<file path="src/tm2_cfg.svh">
`ifndef TM2_CFG_SVH
`define TM2_CFG_SVH

// register offsets on the plain register port
`define TM2_OFS_CTRL       3'h0
`define TM2_OFS_MODE       3'h1
`define TM2_OFS_CNT_LO     3'h2
`define TM2_OFS_CNT_HI     3'h3
`define TM2_OFS_RLD_LO     3'h4
`define TM2_OFS_RLD_HI     3'h5
`define TM2_OFS_IRQ_STS    3'h6
`define TM2_OFS_IRQ_MSK    3'h7

// timer_control_reg fields
`define TM2_CTL_OVF        7
`define TM2_CTL_EXT        6
`define TM2_CTL_RCLK       5
`define TM2_CTL_TRANSMIT_CLOCK_SELECT       4
`define TM2_CTL_EXEN       3
`define TM2_CTL_RUN        2
`define TM2_CTL_CT         1
`define TM2_CTL_CPRL       0

// timer_mode_reg fields
`define TM2_MOD_OE         1
`define TM2_MOD_DOWN_COUNT_ENABLE       0

// interrupt status / mask fields
`define TM2_IRQ_OVF        0
`define TM2_IRQ_EXT        1

// reset values and count top
`define TM2_RST_BYTE       8'h00
`define TM2_RST_WORD       16'h0000
`define TM2_CNT_TOP        16'hFFFF

// timing: internal count divider and clock-out rate divider
`define TM2_PRESC_DIV      12
`define TM2_FAST_DIV       2

`endif

</file>
<file path="src/tm2_pkg.sv">
package tm2_pkg;

    typedef logic [7:0]  tm2_byte_t;
    typedef logic [15:0] tm2_word_t;

    // operating mode selected from the serial clock selects, capture/reload select, down-count enable and output enable
    typedef enum logic [1:0] {
        TM2_MD_CAPTURE = 2'h0,
        TM2_MD_RELOAD  = 2'h1,
        TM2_MD_UPDOWN  = 2'h3,
        TM2_MD_BAUD    = 2'h2
    } tm2_mode_e;

endpackage

</file>
<file path="src/tm2_pin_if.sv">
`timescale 1ns/1ps
interface tm2_pin_if;
    logic [1:0] lvl;   // [0] count pin, [1] direction pin
    logic [1:0] fall;  // one-cycle falling edge pulses

    modport edge_mp (input lvl, output fall);
    modport core_mp (input lvl, input fall);
endinterface

</file>
<file path="src/tm2_edge.sv">
`timescale 1ns/1ps
module tm2_edge #(
    parameter int NPIN = 2
) (
    // clock and reset
    input  wire logic core_clk_i,
    input  wire logic rst_n_i,
    // pin levels in, fall pulses out
    tm2_pin_if.edge_mp pins
);
    generate
        if (NPIN != 2) begin : g_chk
            $error("tm2_edge serves exactly two pins");
        end
    endgenerate

    genvar gi;
    generate
        for (gi = 0; gi < NPIN; gi++) begin : g_pin
            logic prev_q;
            // pins are synchronous; one flop of history is enough for edge detection
            always_ff @(posedge core_clk_i) begin
                if (!rst_n_i) begin
                    prev_q <= 1'b1;
                end else begin
                    prev_q <= pins.lvl[gi];
                end
            end
            assign pins.fall[gi] = prev_q & ~pins.lvl[gi];
        end
    endgenerate
endmodule // tm2_edge

</file>
<file path="src/tm2_top.sv">
`timescale 1ns/1ps
`include "tm2_cfg.svh"

// Overview of operation
// - count is sixteen bits: low byte carries into high byte
// - counter/timer select picks internal divide-by-twelve or count pin falling edges
// - count advances only while run control is set
// - serial clock selects and capture/reload select choose capture, reload or baud mode
// - reload mode with down-count enable and output enable clear counts up or down per direction pin
// - counting up wraps after FFFF: overflow flag, interrupt, load reload pair, or roll to 0000 in capture mode
// - counting down reaching reload pair: overflow flag, load FFFF
// - up/down mode toggles external flag on each wrap, without interrupt
// - clock-out mode counts at half clock rate, output square wave 50 percent
// - clock-out mode reloads on overflow and raises no interrupt
// - generated clock on count pin at clock over four times (65536 minus reload)
// - baud generation and clock-out run together on the shared reload pair
// - any serial clock select forces auto-reload, ignoring capture/reload select
// - external enable outside baud and up/down modes: direction pin fall captures or reloads
// - output enable turns count pin into a clock output, else an input
module tm2_top #(
    parameter int PRESC_DIV = `TM2_PRESC_DIV
) (
    // clock and reset
    input  wire logic            core_clk_i,
    input  wire logic            rst_n_i,
    // register port
    input  wire logic [2:0]      reg_addr_i,
    input  wire tm2_pkg::tm2_byte_t reg_wdata_i,
    input  wire logic            reg_wr_i,
    input  wire logic            reg_rd_i,
    output tm2_pkg::tm2_byte_t   reg_rdata_o,
    // pins
    input  wire logic            count_pin_i,
    output logic                 count_pin_o,
    output logic                 count_pin_oe_o,
    input  wire logic            dir_pin_i,
    // system
    output logic                 irq_o,
    output logic                 baud_tick_o
);
    import tm2_pkg::*;

    generate
        if (PRESC_DIV < 2 || PRESC_DIV > 255) begin : g_chk
            $error("PRESC_DIV must lie in 2..255");
        end
    endgenerate

    tm2_byte_t  ctrl_q, mode_q, msk_q, sts_q, rdata_q;
    tm2_word_t  cnt_q, rld_q;
    logic [7:0] presc_q;
    logic       half_q, clkout_q, baud_tick_q;
    tm2_mode_e  md;

    tm2_pin_if pins ();
    assign pins.lvl = {dir_pin_i, count_pin_i};

    tm2_edge #(.NPIN(2)) u_edge (
        .core_clk_i (core_clk_i),
        .rst_n_i    (rst_n_i),
        .pins       (pins)
    );

    // decode of register writes
    logic wr_ctrl, wr_mode, wr_clo, wr_chi, wr_rlo, wr_rhi, wr_msk, rd_sts;
    always_comb begin
        wr_ctrl = 1'b0;
        wr_mode = 1'b0;
        wr_clo  = 1'b0;
        wr_chi  = 1'b0;
        wr_rlo  = 1'b0;
        wr_rhi  = 1'b0;
        wr_msk  = 1'b0;
        if (reg_addr_i == `TM2_OFS_CTRL) begin
            wr_ctrl = reg_wr_i;
        end else if (reg_addr_i == `TM2_OFS_MODE) begin
            wr_mode = reg_wr_i;
        end else if (reg_addr_i == `TM2_OFS_CNT_LO) begin
            wr_clo = reg_wr_i;
        end else if (reg_addr_i == `TM2_OFS_CNT_HI) begin
            wr_chi = reg_wr_i;
        end else if (reg_addr_i == `TM2_OFS_RLD_LO) begin
            wr_rlo = reg_wr_i;
        end else if (reg_addr_i == `TM2_OFS_RLD_HI) begin
            wr_rhi = reg_wr_i;
        end else if (reg_addr_i == `TM2_OFS_IRQ_MSK) begin
            wr_msk = reg_wr_i;
        end
    end
    assign rd_sts = reg_rd_i && (reg_addr_i == `TM2_OFS_IRQ_STS);

    // mode and field aliases
    logic run, ct, exen, baud, oe, down_count_enable, fast, updown, capture;
    assign run  = ctrl_q[`TM2_CTL_RUN];
    assign ct   = ctrl_q[`TM2_CTL_CT];
    assign exen = ctrl_q[`TM2_CTL_EXEN];
    assign oe   = mode_q[`TM2_MOD_OE];
    assign down_count_enable = mode_q[`TM2_MOD_DOWN_COUNT_ENABLE];
    assign baud = ctrl_q[`TM2_CTL_RCLK] | ctrl_q[`TM2_CTL_TRANSMIT_CLOCK_SELECT];

    always_comb begin
        if (baud) begin
            md = TM2_MD_BAUD;
        end else if (ctrl_q[`TM2_CTL_CPRL]) begin
            md = TM2_MD_CAPTURE;
        end else if (down_count_enable && !oe) begin
            md = TM2_MD_UPDOWN;
        end else begin
            md = TM2_MD_RELOAD;
        end
    end
    assign updown  = (md == TM2_MD_UPDOWN);
    assign capture = (md == TM2_MD_CAPTURE);

    // count source: the half-rate tick serves clock-out and baud alike, so both share one counter
    assign fast = !ct && (oe || baud);
    logic presc_tick, src_tick, tick;
    assign presc_tick = (presc_q == 8'(PRESC_DIV - 1));

    always_ff @(posedge core_clk_i) begin
        if (!rst_n_i) begin
            presc_q <= 8'h00;
            half_q  <= 1'b0;
        end else begin
            presc_q <= presc_tick ? 8'h00 : presc_q + 8'h01;
            half_q  <= ~half_q;
        end
    end

    // count pin edges are ignored while the pin is driven as clock output
    assign src_tick = ct ? (pins.fall[0] & ~oe) : (fast ? half_q : presc_tick);
    assign tick     = run & src_tick;

    logic up_dir, ovf_wrap, unf_wrap, wrap, ext_evt, set_ovf;
    assign up_dir   = !(updown && !dir_pin_i);
    assign ovf_wrap = tick && up_dir && (cnt_q == `TM2_CNT_TOP);
    assign unf_wrap = tick && !up_dir && (cnt_q == rld_q);
    assign wrap     = ovf_wrap | unf_wrap;
    assign ext_evt  = exen && pins.fall[1] && !baud && !updown;
    // no flag in baud or clock-out use; those overflows only feed their clocks
    assign set_ovf  = wrap && !baud && !oe;

    // counter: a software write beats any hardware load in the same cycle
    logic [8:0] lo_sum;
    assign lo_sum = {1'b0, cnt_q[7:0]} + 9'h001;
    always_ff @(posedge core_clk_i) begin
        if (!rst_n_i) begin
            cnt_q <= `TM2_RST_WORD;
        end else if (wr_clo || wr_chi) begin
            if (wr_clo) cnt_q[7:0] <= reg_wdata_i;
            if (wr_chi) cnt_q[15:8] <= reg_wdata_i;
        end else if (ext_evt && !capture) begin
            cnt_q <= rld_q;
        end else if (unf_wrap) begin
            cnt_q <= `TM2_CNT_TOP;
        end else if (ovf_wrap && !capture) begin
            cnt_q <= rld_q;
        end else if (tick && up_dir) begin
            cnt_q <= {cnt_q[15:8] + 8'(lo_sum[8]), lo_sum[7:0]};
        end else if (tick) begin
            cnt_q <= cnt_q - 16'h0001;
        end
    end

    always_ff @(posedge core_clk_i) begin
        if (!rst_n_i) begin
            rld_q <= `TM2_RST_WORD;
        end else if (wr_rlo || wr_rhi) begin
            if (wr_rlo) rld_q[7:0] <= reg_wdata_i;
            if (wr_rhi) rld_q[15:8] <= reg_wdata_i;
        end else if (ext_evt && capture) begin
            rld_q <= cnt_q;
        end
    end

    // control: hardware flag sets win over a software clear in the same cycle
    tm2_byte_t ctrl_base;
    assign ctrl_base = wr_ctrl ? reg_wdata_i : ctrl_q;
    always_ff @(posedge core_clk_i) begin
        if (!rst_n_i) begin
            ctrl_q <= `TM2_RST_BYTE;
        end else begin
            ctrl_q <= ctrl_base;
            ctrl_q[`TM2_CTL_OVF] <= ctrl_base[`TM2_CTL_OVF] | set_ovf;
            ctrl_q[`TM2_CTL_EXT] <= (ctrl_base[`TM2_CTL_EXT] ^ (updown & wrap)) | ext_evt;
        end
    end

    always_ff @(posedge core_clk_i) begin
        if (!rst_n_i) begin
            mode_q <= `TM2_RST_BYTE;
            msk_q  <= `TM2_RST_BYTE;
        end else begin
            if (wr_mode) mode_q <= {6'h00, reg_wdata_i[1:0]};
            if (wr_msk) msk_q <= {6'h00, reg_wdata_i[1:0]};
        end
    end

    // interrupt status: read clears, new events in the read cycle survive
    always_ff @(posedge core_clk_i) begin
        if (!rst_n_i) begin
            sts_q <= `TM2_RST_BYTE;
        end else begin
            sts_q <= (rd_sts ? `TM2_RST_BYTE : sts_q)
                     | {6'h00, ext_evt, set_ovf};
        end
    end
    assign irq_o = |(sts_q & msk_q);

    // clock-out: toggle per overflow gives period of four times the reload span
    always_ff @(posedge core_clk_i) begin
        if (!rst_n_i) begin
            clkout_q    <= 1'b0;
            baud_tick_q <= 1'b0;
        end else begin
            if (ovf_wrap && oe) clkout_q <= ~clkout_q;
            baud_tick_q <= ovf_wrap & baud;
        end
    end
    assign count_pin_o    = clkout_q;
    assign count_pin_oe_o = oe;
    assign baud_tick_o    = baud_tick_q;

    // read data, valid in the cycle after the strobe only
    always_ff @(posedge core_clk_i) begin
        if (!rst_n_i || !reg_rd_i) begin
            rdata_q <= `TM2_RST_BYTE;
        end else if (reg_addr_i == `TM2_OFS_CTRL) begin
            rdata_q <= ctrl_q;
        end else if (reg_addr_i == `TM2_OFS_MODE) begin
            rdata_q <= mode_q;
        end else if (reg_addr_i == `TM2_OFS_CNT_LO) begin
            rdata_q <= cnt_q[7:0];
        end else if (reg_addr_i == `TM2_OFS_CNT_HI) begin
            rdata_q <= cnt_q[15:8];
        end else if (reg_addr_i == `TM2_OFS_RLD_LO) begin
            rdata_q <= rld_q[7:0];
        end else if (reg_addr_i == `TM2_OFS_RLD_HI) begin
            rdata_q <= rld_q[15:8];
        end else if (reg_addr_i == `TM2_OFS_IRQ_STS) begin
            rdata_q <= sts_q;
        end else begin
            rdata_q <= msk_q;
        end
    end
    assign reg_rdata_o = rdata_q;

    logic sw_cnt;
    assign sw_cnt = wr_clo | wr_chi;
endmodule // tm2_top

</file>
<file path="config.mk">
export PLATFORM = sky130hd
export DESIGN_NAME = tm2_top
export DESIGN_NICKNAME = d
export VERILOG_FILES = /design/src/tm2_pkg.sv /design/src/tm2_pin_if.sv /design/src/tm2_edge.sv /design/src/tm2_top.sv
export VERILOG_INCLUDE_DIRS = /design/src
export SDC_FILE = /design/constraint.sdc
export NUM_CORES = 1
export LEC_CHECK = 0
export BUFFER_PORTS_ARGS = -buffer_cell sky130_fd_sc_hd__buf_2
export CORE_AREA = 2 2 114 116
export DETAILED_ROUTE_END_ITERATION = 12
export DIE_AREA = 0 0 116 118
export GPL_TIMING_DRIVEN = 0
export PLACE_DENSITY = 0.6
export SYNTH_ARGS = -nofsm -noshare
export SYNTH_HDL_FRONTEND = slang
export SYNTH_SLANG_ARGS = --single-unit
</file>
<file path="constraint.sdc">
create_clock -name core_clk_i -period 2.4 [get_ports core_clk_i]
set_input_delay 0.24 -clock core_clk_i [delete_from_list [all_inputs] [get_ports core_clk_i]]
set_output_delay 0.24 -clock core_clk_i [all_outputs]
set_load 0.03 [all_outputs]
</file>
==> impl_results.md, run 1 <==
- Post-synthesis mux area share: between 5 and 6%
- Chip width: around 120 um
- Area post-placement: roughly 4600 um2
- GRT Resource Usage Total: between 20% and 30%
- Gpl congestion: approximately 0.97
- Synth Area per Inst: roughly 8 um2
- Peak supply drop: roughly 0.00033 V
- CP Capture Type: register
- Fin crit period: 2.39 ns
- Worst setup SP type: register
- Worst R2R Path Depth: 8
- Synth top area share: a little under a third
- Syn nets: ~550
- Vias in the first global route: roughly 4200
- DRT iter0 DRCs: roughly 400
- Synth Area in Adders: 1.47%
- Share of layout cells above drive strength 1: between 20% and 30%
- Num CTS Buffers: 9
- Worst-path clk slew: 0.05 ns
- Effective utilization at floorplan: between 30% and 40%
- CTS tree: built
- Vias: 4402
- # fillers: 1259
- Synthesized netlist cell count: 529
- Die Y: roughly 120 um
- Post-Synth Simple-Gate Area: 25.3%
- Largest net degree at the start of global routing: 11
- GR Overflow Total: 0
- Post-Route WL: around 15000 um
- RSZ-0062 raised after global routing: true
- Critical path type: register to register
- Rows: 41
- Synth Area in Compound Gates: around a quarter
- H-tree lvl count: 3
- Cts hold-fix bufs: 0
- Port buffer count: 25
- Post-route ant nets: 0
- Commonest non-fill, non-tap cell in the layout: nand2_1
- Cell area after synthesis: 4260 um2
- Cell taking the most area after synthesis: dfxtp_1
- CTS Root Cell: clkbuf_16
- First-pass GRT wire length: approximately 23000 um
- # IOs: 29
- Hpwl dp: around 11000 um
- Nets@finish: about 600
- DRT Pass-1 Iters: 6
- Placeable core area: 12400 um2
- Die area: about 14000 um2
- Clock Latency Late Sink: 0.34 ns
- Synth cell types: 78
- Leakage power: 2.10 nW
- Worst-Margin Slew: slightly above 0.7 ns
- Final Cell Area: approximately 5200 um2
- Run status: complete, no violations
- Clock buffer depth: 2
- Final Max Slew Viols: 0
- Routed length per placed instance: roughly 20 um
- Post-synth EDFFs: 0
- Max-Cap Viols: 0
- Synth Area in XOR/XNOR: between 7 and 8%
- Slew HR: a little over half
- Fin. Hold Viols: 0
- Antenna cells: 0
- TritonCTS Sinks: 67
- Final Cycle Share: between 90% and 100%
- Hold path depth: 2
- Top area cells in the synthesized netlist: dfxtp_1 (32%), a21oi_1 (6.1%), xor2_1 (5.6%)
- Most used flip-flop cell after synthesis: dfxtp_1
- Final setup fails: 0
- DRC Markers: 0
- Main combinational cell family by area after synthesis: simple AND/OR/NAND/NOR gates
- Antenna violations before repair: 0
- Worst Path Arrival: 2.61 ns
- Synth Warn #: 0
- Total Power: about 3.1 mW
- Worst Path Required: between 2 and 3 ns
- Most frequent cells in the layout: nand2_1 (61), dfxtp_1 (58), nor2_1 (57), a21oi_1 (52), buf_2 (28)
- Final Skew: between 0.009 and 0.01 ns
- Critical path fanouts, max: 8
- Yosys reg bits: 67
- Seq/Total Area, Yosys: 31.5%
- Area Growth Syn to Fin: 23.2%
- HP Class: primary input to register
- Post-synth ARST share: 0%
- Power Dens Cells: slightly below 600 nW/um2
- Post-DR vias/cell: ~5.8
- Fmax: around 420 MHz
==> final cells by class <==
cell class	count	area, um2	share of cell area, %
clock buffers	12	236	4.51
well taps	172	215	4.10
inverters	7	26.3	0.501
multi-input cells	415	2870	54.7
clock inverters	3	40.0	0.763
plain buffers	38	239	4.55
flip-flops and latches	67	1360	25.9
repair buffers	42	260	4.96
==> cell families after synthesis <==
| kind of cell | Yosys count |
|---|---|
| flip-flops | 67 |
| XOR/XNOR | 37 |
| AO/OA/AOI/OAI | 142 |
| adder cells (fa/ha/maj) | 5 |
| buffers and inverters | 47 |
| AND/OR/NAND/NOR | 211 |
| multiplexers | 20 |
==> worst max-delay path: stages, from the launching register on <==
cell and delay (ns):
dfxtp_4 0.38, or3b_4 0.41, a221o_2 0.43, o31ai_4 0.40
buf_6 0.16, o32ai_2 0.07, xnor2_1 0.16, o21ai_1 0.08
o211a_1 0.19
==> layer usage <==
metal	vias up	track usage (%)	share of wire (%)
li1	2015	-	-
met1	2086	29.4	41
met2	245	33.5	44
met3	56	4.12	9.6
met4	0	11.5	5.0
met5	-	0	0
==> sequential cells by signal, summed over array words and instances (netlist names) <==
signal,flops
baud_tick_o,1
cnt_q,16
count_pin_o,1
ctrl_q,8
half_q,1
mode_q,2
msk_q,2
presc_q,8
reg_rdata_o,8
rld_q,16
sts_q,2
u_edge.g_pin.prev_q,2
==> worst paths after layout <==
kind / start / end / slack, ns
hold reg to reg: half_q / half_q / 0.42
setup reg to reg: mode_q[1] / cnt_q[13] / 0.01
setup / recovery: mode_q[1] / cnt_q[13] / 0.01
hold / removal: count_pin_i / u_edge.g_pin[0].prev_q / 0.12
==> synth_stat cells, types with 4 or more instances <==
| master | instances |
|---|---|
| nor2_1 | 58 |
| nand3_1 | 14 |
| xnor2_1 | 10 |
| nand2_1 | 61 |
| o21ai_0 | 11 |
| buf_4 | 4 |
| xor2_1 | 27 |
| a21oi_1 | 52 |
| a211oi_1 | 20 |
| ha_1 | 5 |
| buf_2 | 10 |
| and2_1 | 11 |
| and3_1 | 8 |
| dfxtp_1 | 67 |
| o211ai_1 | 5 |
| mux2i_1 | 18 |
| nor4_1 | 9 |
| a22oi_1 | 6 |
| clkbuf_1 | 21 |
| o22ai_1 | 4 |
| inv_1 | 7 |
| nor3_1 | 8 |
| o211a_1 | 4 |
| nand2b_1 | 6 |
| nand4_1 | 7 |
| o21a_1 | 4 |
==> per-stage QoR <==
stage	util, %	setup WS, ns	hold WS (ns)	setup TNS, ns	cells
after floorplan	-	0.0397	0.341	0	529
after global placement	37.0	-0.373	0.412	-6.64	726
after detailed placement	37.0	-0.384	0.405	-7.40	726
after CTS	40.4	-0.00192	0.118	-0.00192	745
after global routing	42.3	-0.0497	0.131	-0.189	756
final	42.3	0.0144	0.122	0	756
==> repair_timing <==
| item | CTS | global route |
|---|---|---|
| resized for setup | 24 | 48 |
| pin swaps | 4 | 14 |
| setup buffers | 6 | 11 |
| setup endpoints to repair | 36 | 32 |
==> power breakdown <==
part / internal (mW) / leakage, nW / switching (mW)
sequential: 1.15 / 0.550 / 0.0435
combinational: 0.270 / 1.42 / 0.397
clock: 0.795 / 0.136 / 0.472
total: 2.22 / 2.10 / 0.912
Power figures use the tool's default switching activity.
==> inputs of run 2 (changes only) <==
--- a/config.mk
+++ b/config.mk
@@ -6,10 +6,11 @@
 export SDC_FILE = /design/constraint.sdc
 export NUM_CORES = 1
 export LEC_CHECK = 0
+export ABC_AREA = 1
 export BUFFER_PORTS_ARGS = -buffer_cell sky130_fd_sc_hd__buf_2
-export CORE_AREA = 2 2 114 116
+export CORE_AREA = 2 2 121 123
 export DETAILED_ROUTE_END_ITERATION = 12
-export DIE_AREA = 0 0 116 118
+export DIE_AREA = 0 0 123 125
 export GPL_TIMING_DRIVEN = 0
 export PLACE_DENSITY = 0.6
 export SYNTH_ARGS = -nofsm -noshare
==> impl_results.md, run 2 <==
- Worst-path clk slew: about 0.06 ns
- Post-synth ARST share: 0%
- Largest net degree at the start of global routing: 12
- Antenna cells: 0
- Die area: between 15000 and 20000 um2
- Final Skew: between 0.005 and 0.006 ns
- Hpwl dp: 12700 um
- Peak supply drop: between 0.0002 and 0.0003 V
- GRT Resource Usage Total: a little under a quarter
- Die Y: between 100 and 150 um
- Share of layout cells above drive strength 1: 13.4%
- Synth Area in XOR/XNOR: just over 5%
- Worst R2R Path Depth: 12
- Antenna violations before repair: 0
- Max-Cap Viols: 0
- Worst-Margin Slew: approximately 0.8 ns
- Cell taking the most area after synthesis: dfxtp_1
- Area Growth Syn to Fin: 17.5%
- Synth Area per Inst: 6.16 um2
- CTS tree: built
- DRT iter0 DRCs: between 600 and 700
- Fmax: ~440 MHz
- Synth top area share: roughly 28%
- Slew HR: between 40% and 50%
- Power share of the sequential group: ~32%
- Critical path fanouts, max: 10
- Chip width: 123 um
- Main combinational cell family by area after synthesis: simple AND/OR/NAND/NOR gates
- Sw Share: between 20% and 30%
- First-pass GRT wire length: 26300 um
- Gpl congestion: 1.01
- Worst Path Arrival: approximately 2.5 ns
- Fin crit period: about 2.3 ns
- Synth Warn #: 0
- Nets@finish: about 840
- Worst Path Required: around 2.7 ns
- Yosys reg bits: between 60 and 70
- GR Overflow Total: 0
- Synth cell types: 38
- Run status: complete, no violations
- Cell area after synthesis: about 4800 um2
- Port buffer count: 25
- H-tree lvl count: 3
- Clock power share: between 40% and 50%
- FF-to-FF End: cnt_q[9]
- Top area cells in the synthesized netlist: dfxtp_1 (28%), nand2_1 (18%), nand3_1 (7.1%)
- Worst setup SP type: register
- Post-DR vias/cell: 5.28
- RSZ-0062 raised after global routing: false
- Vias: about 5300
- Syn nets: 800
- # fillers: roughly 1500
- CP Capture Type: register
- DRT Pass-1 Iters: 5
- Vias in the first global route: between 4000 and 5000
- Cell chain of the critical path: ha_4 -> inv_2 -> nor2_2 -> nand2_1 -> nor2_1 -> nand4_2 -> o21ai_4 -> buf_4 -> nand2_1 -> nand3_1 -> nand2_1 -> a21oi_1
- Leading registers by flop count: cnt_q x16, rld_q x16
- Synthesized netlist cell count: between 700 and 800
- Most used flip-flop cell after synthesis: dfxtp_1
- Post-Synth Simple-Gate Area: slightly below 40%
- Total Power: roughly 3.7 mW
- Seq/Total Area, Yosys: 28.0%
- Post-synth top cells: nand2_1 (229), nor2_1 (80), nand3_1 (68), dfxtp_1 (67), inv_1 (66)
- HP Class: primary input to register
- Worst R2R Start: cnt_q[0]
- Num CTS Buffers: 9
- Most numerous cell in the Yosys netlist: nand2_1
- Internal power: roughly 2.6 mW
- Cts hold-fix bufs: 0
- Final Cycle Share: 94.3%
- # IOs: 29
- DRC Markers: 0
- CP top delay family: simple AND/OR/NAND/NOR gates
- Clock buffer depth: 2
- Critical path type: register to register
- Synth Area in Adders: 1.30%
- Cell repeated most along the worst path: nand2_1
- Fin. Hold Viols: 0
- Leakage power: 2.65 nW
- Commonest non-fill, non-tap cell in the layout: nand2_1
- TritonCTS Sinks: 67
- Effective utilization at floorplan: between 30% and 40%
- Post-synthesis mux area share: 0%
- Final setup fails: 0
- Post-Route WL: about 17000 um
- Routed length per placed instance: 16.7 um
- Rows: 44
- Net Sw Power: around 1.1 mW
- Flop2flop setup slack: between 0.1 and 0.15 ns
- Power Dens Cells: between 600 and 700 nW/um2
- Synth Area in Compound Gates: between 10% and 20%
- Power share of the combinational group: between 20% and 30%
- CP Buf/Inv Count: 2
- CTS Root Cell: clkbuf_16
- Cell count along the critical path: 12
- Setup crit end: cnt_q[9]
- Placeable core area: between 10000 and 15000 um2
- Final Max Slew Viols: 0
- Post-route ant nets: 0
- Fin Hold WS: roughly 0.087 ns
- Most frequent cells in the layout: nand2_1 (229), nor2_1 (79), nand3_1 (68), inv_1 (66), dfxtp_1 (65)
- Post-synth EDFFs: 0
- Slowest cell delay on critical path: ~0.38 ns
- Clock Latency Late Sink: 0.34 ns
- Worst setup path start: cnt_q[0]
- Critical path's slowest cell: dfxtp_4
==> run 2: worst min-delay path by stage <==
stage,cells past startpoint,endpoint,startpoint,slack (ns)
4_1_cts,3,u_edge.g_pin[0].prev_q,count_pin_i,0.08
2_1_floorplan,2,u_edge.g_pin[0].prev_q,count_pin_i,0.34
3_5_place_dp,3,u_edge.g_pin[0].prev_q,count_pin_i,0.44
6_report,3,u_edge.g_pin[0].prev_q,count_pin_i,0.09
5_1_grt,3,u_edge.g_pin[0].prev_q,count_pin_i,0.11
3_3_place_gp,1,half_q,half_q,0.43
==> run 2: cells by family (layout without fill, tap and decap cells) <==
family                     after synthesis  in the layout
adders and majority gates                5              5
buffers and inverters                  113            162
DFF                                     67             67
and+or+nand+nor                        427            427
AOI/OAI and AO/OA                      138            138
xor gates and xnor gates                28             28
==> run 2: layout make-up <==
cell class              count  area (um2)  area share [%]
multi-input cells         598        3000            53.2
flip-flops and latches     67        1350            23.9
inverters                  72         272            4.82
clock buffers              12         256            4.55
well taps                 184         230            4.09
plain buffers              41         221            3.93
repair buffers             33         185            3.29
clock inverters             4         120            2.13
==> run 2: power by group through the flow <==
stage / Combinational [mW] / Sequential, mW / Clock [mW]
finish: 0.868 / 1.20 / 1.68
floorplan: 0.618 / 1.22 / 0
detailed placement: 0.836 / 1.23 / 0
global route: 0.977 / 1.21 / 1.75
CTS: 0.842 / 1.20 / 1.69
global placement: 0.837 / 1.22 / 0
==> run 2: metal layers <==
layer / global-route usage [%] / wire length, um / up-vias
met5: 0 / 0 / -
met4: 9.22 / 588 / 0
met3: 4.52 / 1450 / 46
met2: 33.8 / 7500 / 250
met1: 31.4 / 7310 / 2417
li1: - / - / 2625
==> run 2: tightest hold or removal path: cells and delay by family <==
family | cells | cell delay, ns
buf+inv | 2 | 0.12
simple gates | 1 | 0.04
==> run 2: timing repair <==
item                                   CTS  global route
endpoints found under the hold margin    0             0
setup endpoints to repair                6            16
gates resized for setup                  3            12
pin swaps                                0             5
buffers inserted                         0             8
cloned                                   0             0
==> run 2: stage by stage <==
stage	cells	setup TNS (ns)	worst slack, ns	area, um2	util [%]
floorplan	778	0	0.421	4790	-
global placement	987	-0.163	-0.0744	5150	36.3
detailed placement	987	-0.106	-0.0626	5150	36.3
CTS	1003	0	0.0362	5540	39.0
global route	1011	0	0.000661	5630	39.7
finish	1011	0	0.138	5630	39.7
